$ cat src/design/iosd_cfg.svh
// constants of the i/o space access decoder: offsets, field masks, reset values
// assumes inclusion by every design file that decodes addresses
//
// Function
// RULE1 - software writes zero into every reserved bit it touches
// RULE2 - software never writes an i/o address that is reserved
// RULE3 - bit set and bit clear act on i/o addresses 0x00 to 0x1f only
// RULE4 - skip tests sample one chosen bit of a low i/o register
// RULE5 - status flags clear on a written one; a written zero leaves them
// RULE6 - bit set or clear changes only the addressed bit, never sibling flags
// RULE7 - port read and write instructions use i/o addresses 0x00 to 0x3f
// RULE8 - data-space loads and stores see each i/o register at address plus 0x20
// RULE9 - extended region 0x60 to 0xff is reached by data-space access only
// RULE10 - reserved bits and addresses read zero; writes to them do nothing
`ifndef IOSD_CFG_SVH
`define IOSD_CFG_SVH

// ****************************************************************
// address ranges
// ****************************************************************
`define IOSD_IO_LAST 8'h3f
`define IOSD_BIT_LAST 8'h1f
`define IOSD_DS_OFFSET 8'h20
`define IOSD_DS_IO_LAST 8'h5f
`define IOSD_EXT_FIRST 8'h60
`define IOSD_EXT_LAST 8'hff

// ****************************************************************
// register offsets in i/o addressing
// ****************************************************************
`define IOSD_OFS_PTB_IN 6'h03
`define IOSD_OFS_PTB_DIR 6'h04
`define IOSD_OFS_PTB_OUT 6'h05
`define IOSD_OFS_PTC_IN 6'h06
`define IOSD_OFS_PTC_DIR 6'h07
`define IOSD_OFS_PTC_OUT 6'h08
`define IOSD_OFS_PTD_IN 6'h09
`define IOSD_OFS_PTD_DIR 6'h0a
`define IOSD_OFS_PTD_OUT 6'h0b
`define IOSD_OFS_T0FLG 6'h15
`define IOSD_OFS_T1FLG 6'h16
`define IOSD_OFS_T2FLG 6'h17
`define IOSD_OFS_PCFLG 6'h1b
`define IOSD_OFS_EXFLG 6'h1c
`define IOSD_OFS_EXMSK 6'h1d
`define IOSD_OFS_T0CA 6'h24
`define IOSD_OFS_T0CB 6'h25
`define IOSD_OFS_T0CNT 6'h26
`define IOSD_OFS_T0CMPA 6'h27
`define IOSD_OFS_T0CMPB 6'h28
`define IOSD_OFS_GPS1 6'h2a
`define IOSD_OFS_GPS2 6'h2b
`define IOSD_OFS_SPICTL 6'h2c
`define IOSD_OFS_SPISTA 6'h2d
`define IOSD_OFS_SPIDAT 6'h2e
`define IOSD_OFS_CMPCS 6'h30
`define IOSD_OFS_SLPCTL 6'h33
`define IOSD_OFS_RSTCS 6'h34
`define IOSD_OFS_CORECTL 6'h35
`define IOSD_OFS_SPGMCTL 6'h37
`define IOSD_OFS_STKL 6'h3d
`define IOSD_OFS_STKH 6'h3e
`define IOSD_OFS_CSTAT 6'h3f

// ****************************************************************
// implemented-bit masks
// ****************************************************************
`define IOSD_MSK_FULL 8'hff
`define IOSD_MSK_PTC 8'h7f
`define IOSD_MSK_T0FLG 8'h07
`define IOSD_MSK_T1FLG 8'h27
`define IOSD_MSK_T2FLG 8'h07
`define IOSD_MSK_PCFLG 8'h07
`define IOSD_MSK_EXFLG 8'h03
`define IOSD_MSK_EXMSK 8'h03
`define IOSD_MSK_T0CA 8'hf3
`define IOSD_MSK_T0CB 8'hcf
`define IOSD_MSK_SPISTA 8'hc1
`define IOSD_MSK_SLPCTL 8'h0f
`define IOSD_MSK_RSTCS 8'h0f
`define IOSD_MSK_CORECTL 8'h73
`define IOSD_MSK_SPGMCTL 8'hdf
`define IOSD_MSK_STKH 8'h07
`define IOSD_MSK_NONE 8'h00

`define IOSD_RST_VAL 8'h00

`endif

$ cat src/design/iosd_pkg.sv
// types shared by the i/o space access decoder and its address map
// assumes the constants header sits beside it on the include path
package iosd_pkg;

  // ****************************************************************
  // core operations
  // ****************************************************************
  typedef enum logic [2:0] {
    IOSD_OP_IO_READ = 3'h0,
    IOSD_OP_IO_WRITE = 3'h1,
    IOSD_OP_BIT_SET = 3'h3,
    IOSD_OP_BIT_CLEAR = 3'h2,
    IOSD_OP_SKIP_HIGH = 3'h6,
    IOSD_OP_SKIP_LOW = 3'h7,
    IOSD_OP_MEM_READ = 3'h5,
    IOSD_OP_MEM_WRITE = 3'h4
  } iosd_op_t;

  typedef struct packed {
    logic valid;
    iosd_op_t op;
    logic [7:0] addr;
    logic [2:0] bit_sel;
    logic [7:0] wdata;
  } iosd_req_t;

  typedef struct packed {
    logic valid;
    logic [7:0] rdata;
    logic skip;
    logic err;
  } iosd_rsp_t;

  // one-cycle set pulses from the peripherals, per flag bit
  typedef struct packed {
    logic [7:0] tmr0;
    logic [7:0] tmr1;
    logic [7:0] tmr2;
    logic [7:0] pinchg;
    logic [7:0] extirq;
  } iosd_evt_t;

  typedef struct packed {
    logic [7:0] port_b;
    logic [7:0] port_c;
    logic [7:0] port_d;
  } iosd_pins_t;

  typedef struct packed {
    logic hit;
    logic [5:0] idx;
    logic ext_hit;
    logic bad;
  } iosd_map_t;

endpackage

$ cat src/design/iosd_core.sv
// i/o register bank and decoder as seen by the processor core
// assumes the core issues at most one request per cycle and peripherals give set pulses
`timescale 1ns/10ps
`include "iosd_cfg.svh"

module iosd_core
  import iosd_pkg::*;
(
  input wire clk, // core clock
  input wire rst, // async reset, high
  input wire iosd_req_t req, // core request
  output iosd_rsp_t rsp, // answer, one cycle later
  input wire iosd_evt_t evt, // flag set pulses
  input wire iosd_pins_t pins, // sampled port pin levels
  output logic [63:0][7:0] io_regs_q, // register image for peripherals
  output logic ext_sel, // extended region strobe
  output logic ext_we, // extended region write
  output logic [7:0] ext_addr, // extended region data address
  output logic [7:0] ext_wdata, // extended region write data
  input wire [7:0] ext_rdata // extended region read data
);

  // ****************************************************************
  // register description
  // ****************************************************************
  function automatic logic [7:0] iosd_mask(input logic [5:0] idx);
    logic [7:0] m;
    m = `IOSD_MSK_NONE;
    case (idx)
      `IOSD_OFS_PTB_IN, `IOSD_OFS_PTB_DIR, `IOSD_OFS_PTB_OUT: m = `IOSD_MSK_FULL;
      `IOSD_OFS_PTC_IN, `IOSD_OFS_PTC_DIR, `IOSD_OFS_PTC_OUT: m = `IOSD_MSK_PTC;
      `IOSD_OFS_PTD_IN, `IOSD_OFS_PTD_DIR, `IOSD_OFS_PTD_OUT: m = `IOSD_MSK_FULL;
      `IOSD_OFS_T0FLG: m = `IOSD_MSK_T0FLG;
      `IOSD_OFS_T1FLG: m = `IOSD_MSK_T1FLG;
      `IOSD_OFS_T2FLG: m = `IOSD_MSK_T2FLG;
      `IOSD_OFS_PCFLG: m = `IOSD_MSK_PCFLG;
      `IOSD_OFS_EXFLG: m = `IOSD_MSK_EXFLG;
      `IOSD_OFS_EXMSK: m = `IOSD_MSK_EXMSK;
      `IOSD_OFS_T0CA: m = `IOSD_MSK_T0CA;
      `IOSD_OFS_T0CB: m = `IOSD_MSK_T0CB;
      `IOSD_OFS_T0CNT, `IOSD_OFS_T0CMPA, `IOSD_OFS_T0CMPB: m = `IOSD_MSK_FULL;
      `IOSD_OFS_GPS1, `IOSD_OFS_GPS2: m = `IOSD_MSK_FULL;
      `IOSD_OFS_SPICTL, `IOSD_OFS_SPIDAT: m = `IOSD_MSK_FULL;
      `IOSD_OFS_SPISTA: m = `IOSD_MSK_SPISTA;
      `IOSD_OFS_CMPCS: m = `IOSD_MSK_FULL;
      `IOSD_OFS_SLPCTL: m = `IOSD_MSK_SLPCTL;
      `IOSD_OFS_RSTCS: m = `IOSD_MSK_RSTCS;
      `IOSD_OFS_CORECTL: m = `IOSD_MSK_CORECTL;
      `IOSD_OFS_SPGMCTL: m = `IOSD_MSK_SPGMCTL;
      `IOSD_OFS_STKL, `IOSD_OFS_CSTAT: m = `IOSD_MSK_FULL;
      `IOSD_OFS_STKH: m = `IOSD_MSK_STKH;
      default: m = `IOSD_MSK_NONE;
    endcase
    return m;
  endfunction

  function automatic logic iosd_is_flag(input logic [5:0] idx);
    return (idx == `IOSD_OFS_T0FLG) || (idx == `IOSD_OFS_T1FLG) || (idx == `IOSD_OFS_T2FLG) ||
           (idx == `IOSD_OFS_PCFLG) || (idx == `IOSD_OFS_EXFLG);
  endfunction

  function automatic logic iosd_is_pin(input logic [5:0] idx);
    return (idx == `IOSD_OFS_PTB_IN) || (idx == `IOSD_OFS_PTC_IN) || (idx == `IOSD_OFS_PTD_IN);
  endfunction

  function automatic logic [7:0] iosd_evt_of(input logic [5:0] idx, input iosd_evt_t e);
    logic [7:0] v;
    v = 8'h00;
    case (idx)
      `IOSD_OFS_T0FLG: v = e.tmr0;
      `IOSD_OFS_T1FLG: v = e.tmr1;
      `IOSD_OFS_T2FLG: v = e.tmr2;
      `IOSD_OFS_PCFLG: v = e.pinchg;
      `IOSD_OFS_EXFLG: v = e.extirq;
      default: v = 8'h00;
    endcase
    return v;
  endfunction

  // ****************************************************************
  // request decode
  // ****************************************************************
  iosd_map_t map;

  iosd_addr_map u_map (
    .req(req),
    .map(map)
  );

  wire [7:0] tgt_mask = iosd_mask(map.idx);
  wire tgt_flag = iosd_is_flag(map.idx);
  wire tgt_pin = iosd_is_pin(map.idx);
  wire [7:0] bit_hot = 8'h01 << req.bit_sel;
  wire op_full_wr = (req.op == IOSD_OP_IO_WRITE) || (req.op == IOSD_OP_MEM_WRITE);
  wire op_bset = req.op == IOSD_OP_BIT_SET;
  wire op_bclr = req.op == IOSD_OP_BIT_CLEAR;
  wire op_skip = (req.op == IOSD_OP_SKIP_HIGH) || (req.op == IOSD_OP_SKIP_LOW);
  wire wr_any = map.hit && (op_full_wr || op_bset || op_bclr);
  // writes to an address with no implemented bit are dropped; flagged as error
  wire wr_resv = wr_any && (tgt_mask == `IOSD_MSK_NONE); // RULE10

  // pin registers show the pins, not a stored value
  wire [7:0] pin_val = (map.idx == `IOSD_OFS_PTB_IN) ? pins.port_b :
                       (map.idx == `IOSD_OFS_PTC_IN) ? pins.port_c : pins.port_d;
  wire [7:0] cur_val = (tgt_pin ? pin_val : io_regs_q[map.idx]) & tgt_mask; // RULE10
  wire [7:0] rd_val = map.ext_hit ? ext_rdata : (map.hit ? cur_val : 8'h00);
  wire skip_bit = cur_val[req.bit_sel]; // RULE4
  wire skip_res = (req.op == IOSD_OP_SKIP_HIGH) ? skip_bit : !skip_bit; // RULE4

  // a flag register takes a written one as a clear; a bit op writes only its own bit
  wire [7:0] flag_clr = op_full_wr ? req.wdata : (op_bset ? bit_hot : 8'h00); // RULE5 RULE6
  wire [7:0] plain_new = op_full_wr ? req.wdata :
                         op_bset ? (io_regs_q[map.idx] | bit_hot) :
                         (io_regs_q[map.idx] & ~bit_hot); // RULE3 RULE6

  // ****************************************************************
  // register next state
  // ****************************************************************
  logic [63:0][7:0] io_regs_d;

  always_comb begin
    logic [7:0] m;
    logic [7:0] setv;
    logic [7:0] clr;
    m = 8'h00;
    setv = 8'h00;
    clr = 8'h00;
    for (int i = 0; i < 64; i++) begin
      m = iosd_mask(6'(i));
      setv = iosd_evt_of(6'(i), evt);
      clr = (wr_any && (map.idx == 6'(i))) ? flag_clr : 8'h00;
      if (iosd_is_pin(6'(i))) begin
        io_regs_d[i] = `IOSD_RST_VAL;
      end else if (iosd_is_flag(6'(i))) begin
        // set beats clear when both land in one cycle
        io_regs_d[i] = ((io_regs_q[i] & ~clr) | setv) & m; // RULE5
      end else if (wr_any && (map.idx == 6'(i))) begin
        io_regs_d[i] = plain_new & m; // RULE10
      end else begin
        io_regs_d[i] = io_regs_q[i] & m;
      end
    end
  end

  always_ff @(posedge clk or posedge rst) begin
    if (rst) begin
      io_regs_q <= '0;
    end else begin
      io_regs_q <= io_regs_d;
    end
  end

  // ****************************************************************
  // extended region strobe
  // ****************************************************************
  // passed straight through so the extended answer lands in the same cycle as local reads
  assign ext_sel = map.ext_hit; // RULE9
  assign ext_we = map.ext_hit && (req.op == IOSD_OP_MEM_WRITE);
  assign ext_addr = map.ext_hit ? req.addr : 8'h00;
  assign ext_wdata = map.ext_hit ? req.wdata : 8'h00;

  // ****************************************************************
  // answer to the core
  // ****************************************************************
  // a net, so each field may have its own continuous assignment
  wire iosd_rsp_t rsp_d;

  assign rsp_d.valid = req.valid;
  assign rsp_d.rdata = (op_full_wr || op_bset || op_bclr || op_skip) ? 8'h00 : rd_val;
  assign rsp_d.skip = map.hit && op_skip && skip_res; // RULE4
  assign rsp_d.err = map.bad || wr_resv; // RULE3 RULE7 RULE9

  always_ff @(posedge clk or posedge rst) begin
    if (rst) begin
      rsp <= '0;
    end else begin
      rsp <= rsp_d;
    end
  end

  // ****************************************************************
  // checks
  // ****************************************************************
  wire past_bitop_high = req.valid && (op_bset || op_bclr || op_skip) && (req.addr > `IOSD_BIT_LAST);
  wire past_io_high = req.valid && ((req.op == IOSD_OP_IO_READ) || (req.op == IOSD_OP_IO_WRITE)) &&
                      (req.addr > `IOSD_IO_LAST);
  wire bit_wr_ok = map.hit && (op_bset || op_bclr);
  wire skip_ok = map.hit && op_skip;
  wire flag_wr = map.hit && op_full_wr && tgt_flag;
  wire gps1_ds_wr = req.valid && (req.op == IOSD_OP_MEM_WRITE) &&
                    (req.addr == ({2'b00, `IOSD_OFS_GPS1} + `IOSD_DS_OFFSET));
  wire resv_io_rd = map.hit && (req.op == IOSD_OP_IO_READ) && (tgt_mask == `IOSD_MSK_NONE);
  wire [7:0] cur_setv = iosd_evt_of(map.idx, evt);
  wire flag_bclr = map.hit && op_bclr && tgt_flag;
  wire pin_wr = map.hit && op_full_wr && tgt_pin;

  // a refused bit op must leave its register alone; only peripheral set pulses may land
  property p_bit_range;
    logic [5:0] k;
    logic [7:0] old;
    @(posedge clk) disable iff (rst)
      (past_bitop_high, k = map.idx, old = (io_regs_q[map.idx] | cur_setv) & tgt_mask) |=>
        rsp.err && !rsp.skip && (io_regs_q[k] == old);
  endproperty
  a_bit_range: assert property (p_bit_range) else $error("bit op above low range not refused"); // RULE3

  property p_skip;
    @(posedge clk) disable iff (rst)
      skip_ok |=> rsp.valid && (rsp.skip == ($past(skip_bit) == ($past(req.op) == IOSD_OP_SKIP_HIGH)));
  endproperty
  a_skip: assert property (p_skip) else $error("skip answer does not follow tested bit"); // RULE4

  property p_w1c;
    logic [5:0] k;
    logic [7:0] v;
    @(posedge clk) disable iff (rst)
      (flag_wr, k = map.idx, v = ((io_regs_q[map.idx] & ~req.wdata) | cur_setv) & tgt_mask) |=>
        io_regs_q[k] == v;
  endproperty
  a_w1c: assert property (p_w1c) else $error("flag register write is not write-one-to-clear"); // RULE5

  property p_bit_only;
    logic [5:0] k;
    logic [7:0] keep;
    logic [7:0] old;
    @(posedge clk) disable iff (rst)
      (bit_wr_ok && !tgt_pin, k = map.idx, keep = ~bit_hot & ~cur_setv, old = io_regs_q[map.idx]) |=>
        ((io_regs_q[k] ^ old) & keep) == 8'h00;
  endproperty
  a_bit_only: assert property (p_bit_only) else $error("bit op disturbed other bits"); // RULE6

  property p_io_range;
    @(posedge clk) disable iff (rst)
      past_io_high |-> !ext_sel ##1 rsp.err && (rsp.rdata == 8'h00);
  endproperty
  a_io_range: assert property (p_io_range) else $error("port read beyond i/o range not refused"); // RULE7

  property p_ds_offset;
    logic [7:0] v;
    @(posedge clk) disable iff (rst)
      (gps1_ds_wr, v = req.wdata) |=> (io_regs_q[`IOSD_OFS_GPS1] == v) && !rsp.err;
  endproperty
  a_ds_offset: assert property (p_ds_offset) else $error("data-space store missed offset register"); // RULE8

  property p_ext_only;
    @(posedge clk) disable iff (rst)
      ext_sel |-> (req.op inside {IOSD_OP_MEM_READ, IOSD_OP_MEM_WRITE}) && (req.addr >= `IOSD_EXT_FIRST)
        ##1 !rsp.err;
  endproperty
  a_ext_only: assert property (p_ext_only) else $error("extended region reached by wrong access"); // RULE9

  property p_resv_zero;
    @(posedge clk) disable iff (rst)
      resv_io_rd |=> rsp.valid && (rsp.rdata == 8'h00) && !rsp.err;
  endproperty
  a_resv_zero: assert property (p_resv_zero) else $error("reserved address read not zero"); // RULE10

  property p_one_answer;
    @(posedge clk) disable iff (rst)
      rsp.valid == $past(req.valid);
  endproperty
  a_one_answer: assert property (p_one_answer) else $error("answer not one cycle after request"); // RULE7

  // a bit clear on a flag register must never clear a flag
  property p_bclr_flag;
    logic [5:0] k;
    logic [7:0] old;
    @(posedge clk) disable iff (rst)
      (flag_bclr, k = map.idx, old = io_regs_q[map.idx]) |=>
        ((io_regs_q[k] & old) == old) && !rsp.err;
  endproperty
  a_bclr_flag: assert property (p_bclr_flag) else $error("bit clear disturbed a status flag"); // RULE6

  property p_pin_keep;
    logic [5:0] k;
    @(posedge clk) disable iff (rst)
      (pin_wr, k = map.idx) |=> !rsp.err && (io_regs_q[k] == 8'h00);
  endproperty
  a_pin_keep: assert property (p_pin_keep) else $error("pin register took a written value"); // RULE10

  property p_ext_quiet;
    @(posedge clk) disable iff (rst)
      !ext_sel |-> !ext_we && (ext_addr == 8'h00) && (ext_wdata == 8'h00);
  endproperty
  a_ext_quiet: assert property (p_ext_quiet) else $error("extended port active while unselected"); // RULE9

endmodule

$ cat src/design/iosd_addr_map.sv
// address map of one core request: i/o index, extended region hit, range errors
// assumes a request structure held stable for the cycle it is valid
`timescale 1ns/10ps
`include "iosd_cfg.svh"

module iosd_addr_map
  import iosd_pkg::*;
(
  input wire iosd_req_t req, // request from the core
  output wire iosd_map_t map // decoded target
);

  wire is_io_op = (req.op == IOSD_OP_IO_READ) || (req.op == IOSD_OP_IO_WRITE);
  wire is_bit_op = (req.op == IOSD_OP_BIT_SET) || (req.op == IOSD_OP_BIT_CLEAR) ||
                   (req.op == IOSD_OP_SKIP_HIGH) || (req.op == IOSD_OP_SKIP_LOW);
  wire is_mem_op = (req.op == IOSD_OP_MEM_READ) || (req.op == IOSD_OP_MEM_WRITE);
  wire io_ok = req.addr <= `IOSD_IO_LAST; // RULE7
  wire bit_ok = req.addr <= `IOSD_BIT_LAST; // RULE3
  wire ds_io = (req.addr >= `IOSD_DS_OFFSET) && (req.addr <= `IOSD_DS_IO_LAST);
  wire ds_ext = req.addr >= `IOSD_EXT_FIRST;
  wire [7:0] ds_idx = req.addr - `IOSD_DS_OFFSET; // RULE8

  // below the data-space offset sit the core's working registers, not ours
  assign map.hit = req.valid && ((is_io_op && io_ok) || (is_bit_op && bit_ok) || (is_mem_op && ds_io));
  assign map.idx = is_mem_op ? ds_idx[5:0] : req.addr[5:0];
  assign map.ext_hit = req.valid && is_mem_op && ds_ext; // RULE9
  assign map.bad = req.valid && !map.hit && !map.ext_hit;

endmodule

$ cat config.mk
export PLATFORM = sky130hd
export DESIGN_NAME = iosd_core
export DESIGN_NICKNAME = d
export VERILOG_FILES = /design/src/design/iosd_pkg.sv /design/src/design/iosd_core.sv /design/src/design/iosd_addr_map.sv
export VERILOG_INCLUDE_DIRS = /design/src /design/src/design
export SDC_FILE = /design/constraint.sdc
export NUM_CORES = 1
export LEC_CHECK = 0
export BUFFER_PORTS_ARGS = -buffer_cell sky130_fd_sc_hd__buf_2
export CORE_AREA = 2 2 246 248
export DETAILED_ROUTE_END_ITERATION = 12
export DIE_AREA = 0 0 248 250
export PLACE_DENSITY_LB_ADDON = 0.2
export SYNTH_ARGS = -nofsm -noshare
export SYNTH_HDL_FRONTEND = slang
export SYNTH_SLANG_ARGS = --single-unit
$ cat constraint.sdc
create_clock -name clk -period 7 [get_ports clk]
set_input_delay 0.7 -clock clk [delete_from_list [all_inputs] [get_ports clk]]
set_output_delay 0.7 -clock clk [all_outputs]
set_load 0.02 [all_outputs]
# Yosys cells after proc, flatten, opt, wreduce, memory -nomap -nowiden
# Memories as Yosys holds them, arrays and structs flattened.
# Index checks and enable logic that the tools add are counted.
# totals
n_memories,1
register_bits,226
in_bits,97
elab_cells,201
romBits,512
output_inout_bits,541
# classes
n_shift,1
eq_ne,40
n_mux,23
magnitude_cmp,7
addsub,1
n_reduce_logical,64
bitwise,19
# mem_list
name,words,width,rd,rd_ports_with_merged_regs,wr,line_no,rtl
(no name shown),64,8,1,0,0,iosd_core.sv:29,case (idx)
# ops
cell,count
$eq 6x6->1 const B,18
$mux 8,11
$bmux 8 s6,1
$logic_and 1x1->1,44
$eq 6x5->1 const B,6
$eq 6x3->1 const B,4
$eq 6x4->1 const B,4
$mux 6,4
$and 8x8->8,2
$logic_or 1x1->1,15
$eq 3x3->1 const B,4
$and 3x3->3,3
$mux 3,3
$not 3->3,3
$or 3x3->3,3
$ge 8x6->1 const B,1
$ge 8x7->1 const B,1
$le 8x5->1 const B,1
$le 8x6->1 const B,1
$le 8x7->1 const B,1
$logic_not 8->1,1
$not 8->8,1
$or 8x8->8,1
$shl 1x3->8 const A,1
17 further kinds,21

# Depth between registers and ports, before layout
# logic_depth
word_depth,14
depth_mapped,14
ltp_nobuf,11

# Hierarchy
# From an unflattened synthesis, not the netlist that was laid out.
# hier_totals
cells_unflattened,1480
area_unflattened_um2,12764.7
# modules_own_cells
mod,seq_area_each_um2,n_inst,area_each_um2,cells_per_inst
iosd_core,4804.6,1,12625.9,1460
iosd_addr_map,0.0,1,138.9,20

# Worst setup path after synthesis
# No wires, ideal clock.
# synth_path
path_kind,in2reg
start,input port req[11] in the netlist's numbering
end,register rsp[1] in the netlist's numbering
path_slack_ns,3.525
path_stages,13
setup_ns,0.126
t_required_ns,6.874
arrival_time_ns,3.350
path_buffers,3
path_cell_list,buf_2 inv_1 buf_1 ha_1 and3b_1 clkbuf_1 a211o_1 nand2_1 o311a_1 o32ai_1 o32a_1 o21ai_1 nor3b_2
# synth_lines
element,line_no,rtl
from (decl),iosd_core.sv:11,"input wire iosd_req_t req,"
to (signal assigned),iosd_core.sv:177,rsp <= rsp_d;
to (decl),iosd_core.sv:12,"output iosd_rsp_t rsp,"

# Worst setup path in the final report
# layout_path
start,input port req[14] in the netlist's numbering
end,register io_regs_q[58] in the netlist's numbering
# layout_between
elab_chain_cells,7
word_cells_on_any_way,22
cone_classes,add/sub (1); order compare (4); eq/ne (1); mux (5); bitwise (2); reduce/logical (9)
# layout_lines
element,line_no,rtl
$sub 6x6->6 (no line) (tied with other cells),--,
$mux 6 (tied with other cells),iosd_addr_map.sv:25,assign map.idx = is_mem_op ? ds_idx[5:0] : req.addr[5:0];
$bmux 8 s6 (tied with other cells),"iosd_core.sv:113, iosd_core.sv:114",
$mux 8 (not written as such) or $logic_or 1x1->1 (tied branches),"iosd_core.sv:113, iosd_core.sv:114, iosd_addr_map.sv:24",
$and 8x8->8 (tied with other cells),iosd_core.sv:114,(io_regs_q[map.idx] & ~bit_hot);
$mux 8 or $logic_and 1x1->1 (tied branches),"iosd_core.sv:113, iosd_core.sv:98",
$mux 8 or $logic_and 1x1->1 (tied branches),"iosd_core.sv:112, iosd_core.sv:137",
to (signal assigned),iosd_core.sv:149,io_regs_q <= io_regs_d;
to (decl),iosd_core.sv:15,"output logic [63:0][7:0] io_regs_q,"
# Parallel ways exist; a longest one is shown, timed or not. The select of a mux whose other input is x is not followed.
# A chain may end at the register's enable or synchronous reset.

==> impl_metrics.toml <==
[outcome]
status = "complete, no violations"

[layout]
design_area_um2 = 14700
drive_gt1_share_pct = 31.0
fin_nets = 1707
area_delta_synth_final_pct = 11.8

[setup_path]
cp-end-kind = "register"
cp_max_fo = 28
cp-startpoint = "req[14]"
crit_required_ns = 7.43
crit_slowest_cell = "o21ai_2"
reg2reg_from = "io_regs_q[386]"
worstSetupStartpointType = "input pin"
arrival_ns = 4.44
path_cells = "buf_2 -> buf_4 -> nand2b_1 -> a221oi_1 -> o31a_1 -> a21oi_1 -> a31oi_1 -> o21ai_2 -> mux2_2"
r2r_cells = 7
max_stage_delay_ns = 0.93
worstSetupPathType = "in2reg"

[die]
rows = 90
fp.dieH_um = 250
io_pins = 638
die_w_um = 248
start_util_pct = 22.0
dieArea_um2 = 62000
coreArea_um2 = 59600

[sta]
hold_viol = 0
rsz0062_at_grt = "no"
clock_skew_ns = 0.00925
setup-violations-final = 0
post-route-period-util_pct = 57.2
max_freq_mhz = 250
worst_pin_slew_ns = 1.24
post-route-min-period_ns = 4.01
max_slew_margin_pct = 17.2
report.final.slew_viol_count = 0
tns_ns = 0

[place]
io_buffer_count = 281
gp_congestion = 0.842
placed_area_um2 = 14100
hpwl_mm = 43.4

[synthesis]
synthTopCellsByArea = "dfrtp_1, buf_4, mux2_2"
syn_inst = 1367
synth_common_cells = "buf_4, dfrtp_1, mux2_2, nand2_1, o21ai_0"
async_reset_ff_share_pct = 100
synth_most_common_cell = "buf_4"
yosysTopAreaCell = "dfrtp_1"
synth_edf_count = 0
yosysUniqueCellTypes = 78
ys_seq_area_share_pct = 36.6
synthFlopType = "dfrtp_1"
synthesis.area_um2 = 13100
synth_top_area_share_pct = 36.6
ys_ff_latch = 192
syn_avg_cell_area_um2 = 9.60
yosys_warnings = 0

[route]
ant_nets = 0
wl_mm = 55.6
vias = 10300
wl_per_cell_um = 23.2
drt_iter0_markers = 582
drc = 0
via_per_inst = 4.28
dr.pass1.iters = 7

[cts]
postCtsHoldBufs = 0
cts_resized = 0
cts_setup_buffers = 0
cts_tree = "done"
clkSlewWorstSetupHoldPaths_ns = 0.07
clk_latency_ns = 0.50
clock_path_buffers = 2
cts_root_buf = "clkbuf_16"
cts_sinks = 192
cts_made_buffers = 17
htreeDepth = 4

[power_and_ir_drop]
p_int_mw = 1.76
p_leak_nw = 7.46
p_comb_share_pct = 20.5
switching_share_pct = 36.2
p_sw_uw = 996
power_density_nw_per_um2 = 188
pwr-share-clk_pct = 38.0
irDropWorstVdd_v = 0.000190
seqPwrFrac_pct = 41.4

[global_route]
grt.total_usage_pct = 17.6
grt_pass1_vias = 9666
grt_pass1_wl_mm = 76.2
use_met3_pct = 4.85
antenna_found_initial = 12
grt-busiest-layer = "met2"
gr-usage-met2_pct = 30.1
grt_max_degree = 83
gr-usage-met1_pct = 21.2
grt_overflow = 0

[run]
maxCapViolations = 0

[worst_hold_path]
hold_path_class = "in2async"
cell type report:
class / instances / area, um^2
Antenna cell: 3 / 7.51
Clock inverter: 14 / 169
Sequential cell: 192 / 4800
Clock buffer: 18 / 439
Fill cell: 6503 / 44900
Multi-Input combinational cell: 1085 / 6690
Tap cell: 782 / 978
Inverter: 9 / 38.8
Timing Repair Buffer: 300 / 1550
cells in the final DEF, fill, tap and decap left out, drive strengths merged, types with 14 or more instances in the layout:
cell    instances
dfrtp         192
nand3          28
a22oi          18
conb          331
mux2i          41
a21oi          51
buf           300
nand2         100
nor3           21
nor2           71
o21ai          76
nand2b         28
clkbuf         18
inv            14
mux2          133
and2           19
through the flow:
step | setup slack, ns | instances | utilization (%) | hold WS, ns | power, mW
after global placement | 2.54 | 2368 | 23.6 | 0.476 | 1.73
final | 2.99 | 2403 | 24.6 | 0.322 | 2.75
after detailed placement | 2.51 | 2368 | 23.6 | 0.492 | 1.73
after global routing | 2.90 | 2403 | 24.6 | 0.368 | 2.88
after floorplan | 1.07 | 1697 | - | 0.595 | 1.69
after CTS | 3.06 | 2400 | 24.6 | 0.328 | 2.79
final timing paths:
path                                  endpoint  slack, ns
worst max-delay path             io_regs_q[58]       2.99
worst min-delay path            io_regs_q[489]       0.32
worst max register to register   io_regs_q[58]       4.06
worst min register to register   io_regs_q[69]       0.51
max in group asynchronous               rsp[7]       5.34
min in group clk                io_regs_q[186]       0.39
registers in the layout, summed over array words and instances, names as in the netlist:
register,flops
rsp,11
io_regs_q,181
logic make-up (layout without fill, tap and decap cells):
logic type                 Yosys count  count (layout)  share of synthesized area (%)
DFF                                192             192                           36.6
buffers and inverters              420             341                           22.1
AOI/OAI and AO/OA                  252             252                           12.6
muxes                              179             179                           15.5
adders and majority gates            6               6                          0.553
xor gates and xnor gates             4               4                          0.324
and+or+nand+nor                    313             313                           12.2
other                                1             334                         0.0286
per-layer routing:
metal / vias to the layer above / share of wire, %
li1: 4588 / -
met1: 5183 / 40
met2: 446 / 51
met3: 68 / 6.6
met4: 2 / 2.7
met5: - / 0.023
worst max-delay path, delay by kind of cell:
family / cells / cell delay, ns
AND/OR/NAND/NOR: 1 / 0.60
buffers and inverters: 2 / 0.86
multiplexers: 1 / 0.32
AO/OA/AOI/OAI: 5 / 1.88
power by group through the flow:
stage	Combinational [mW]	Clock, mW	Sequential, mW
after floorplan	0.502	0	1.18
after global placement	0.567	0	1.16
after detailed placement	0.568	0	1.16
after CTS	0.569	1.08	1.14
after global routing	0.610	1.12	1.14
final	0.566	1.05	1.14
Note: power is estimated with default switching activity, not from simulation.
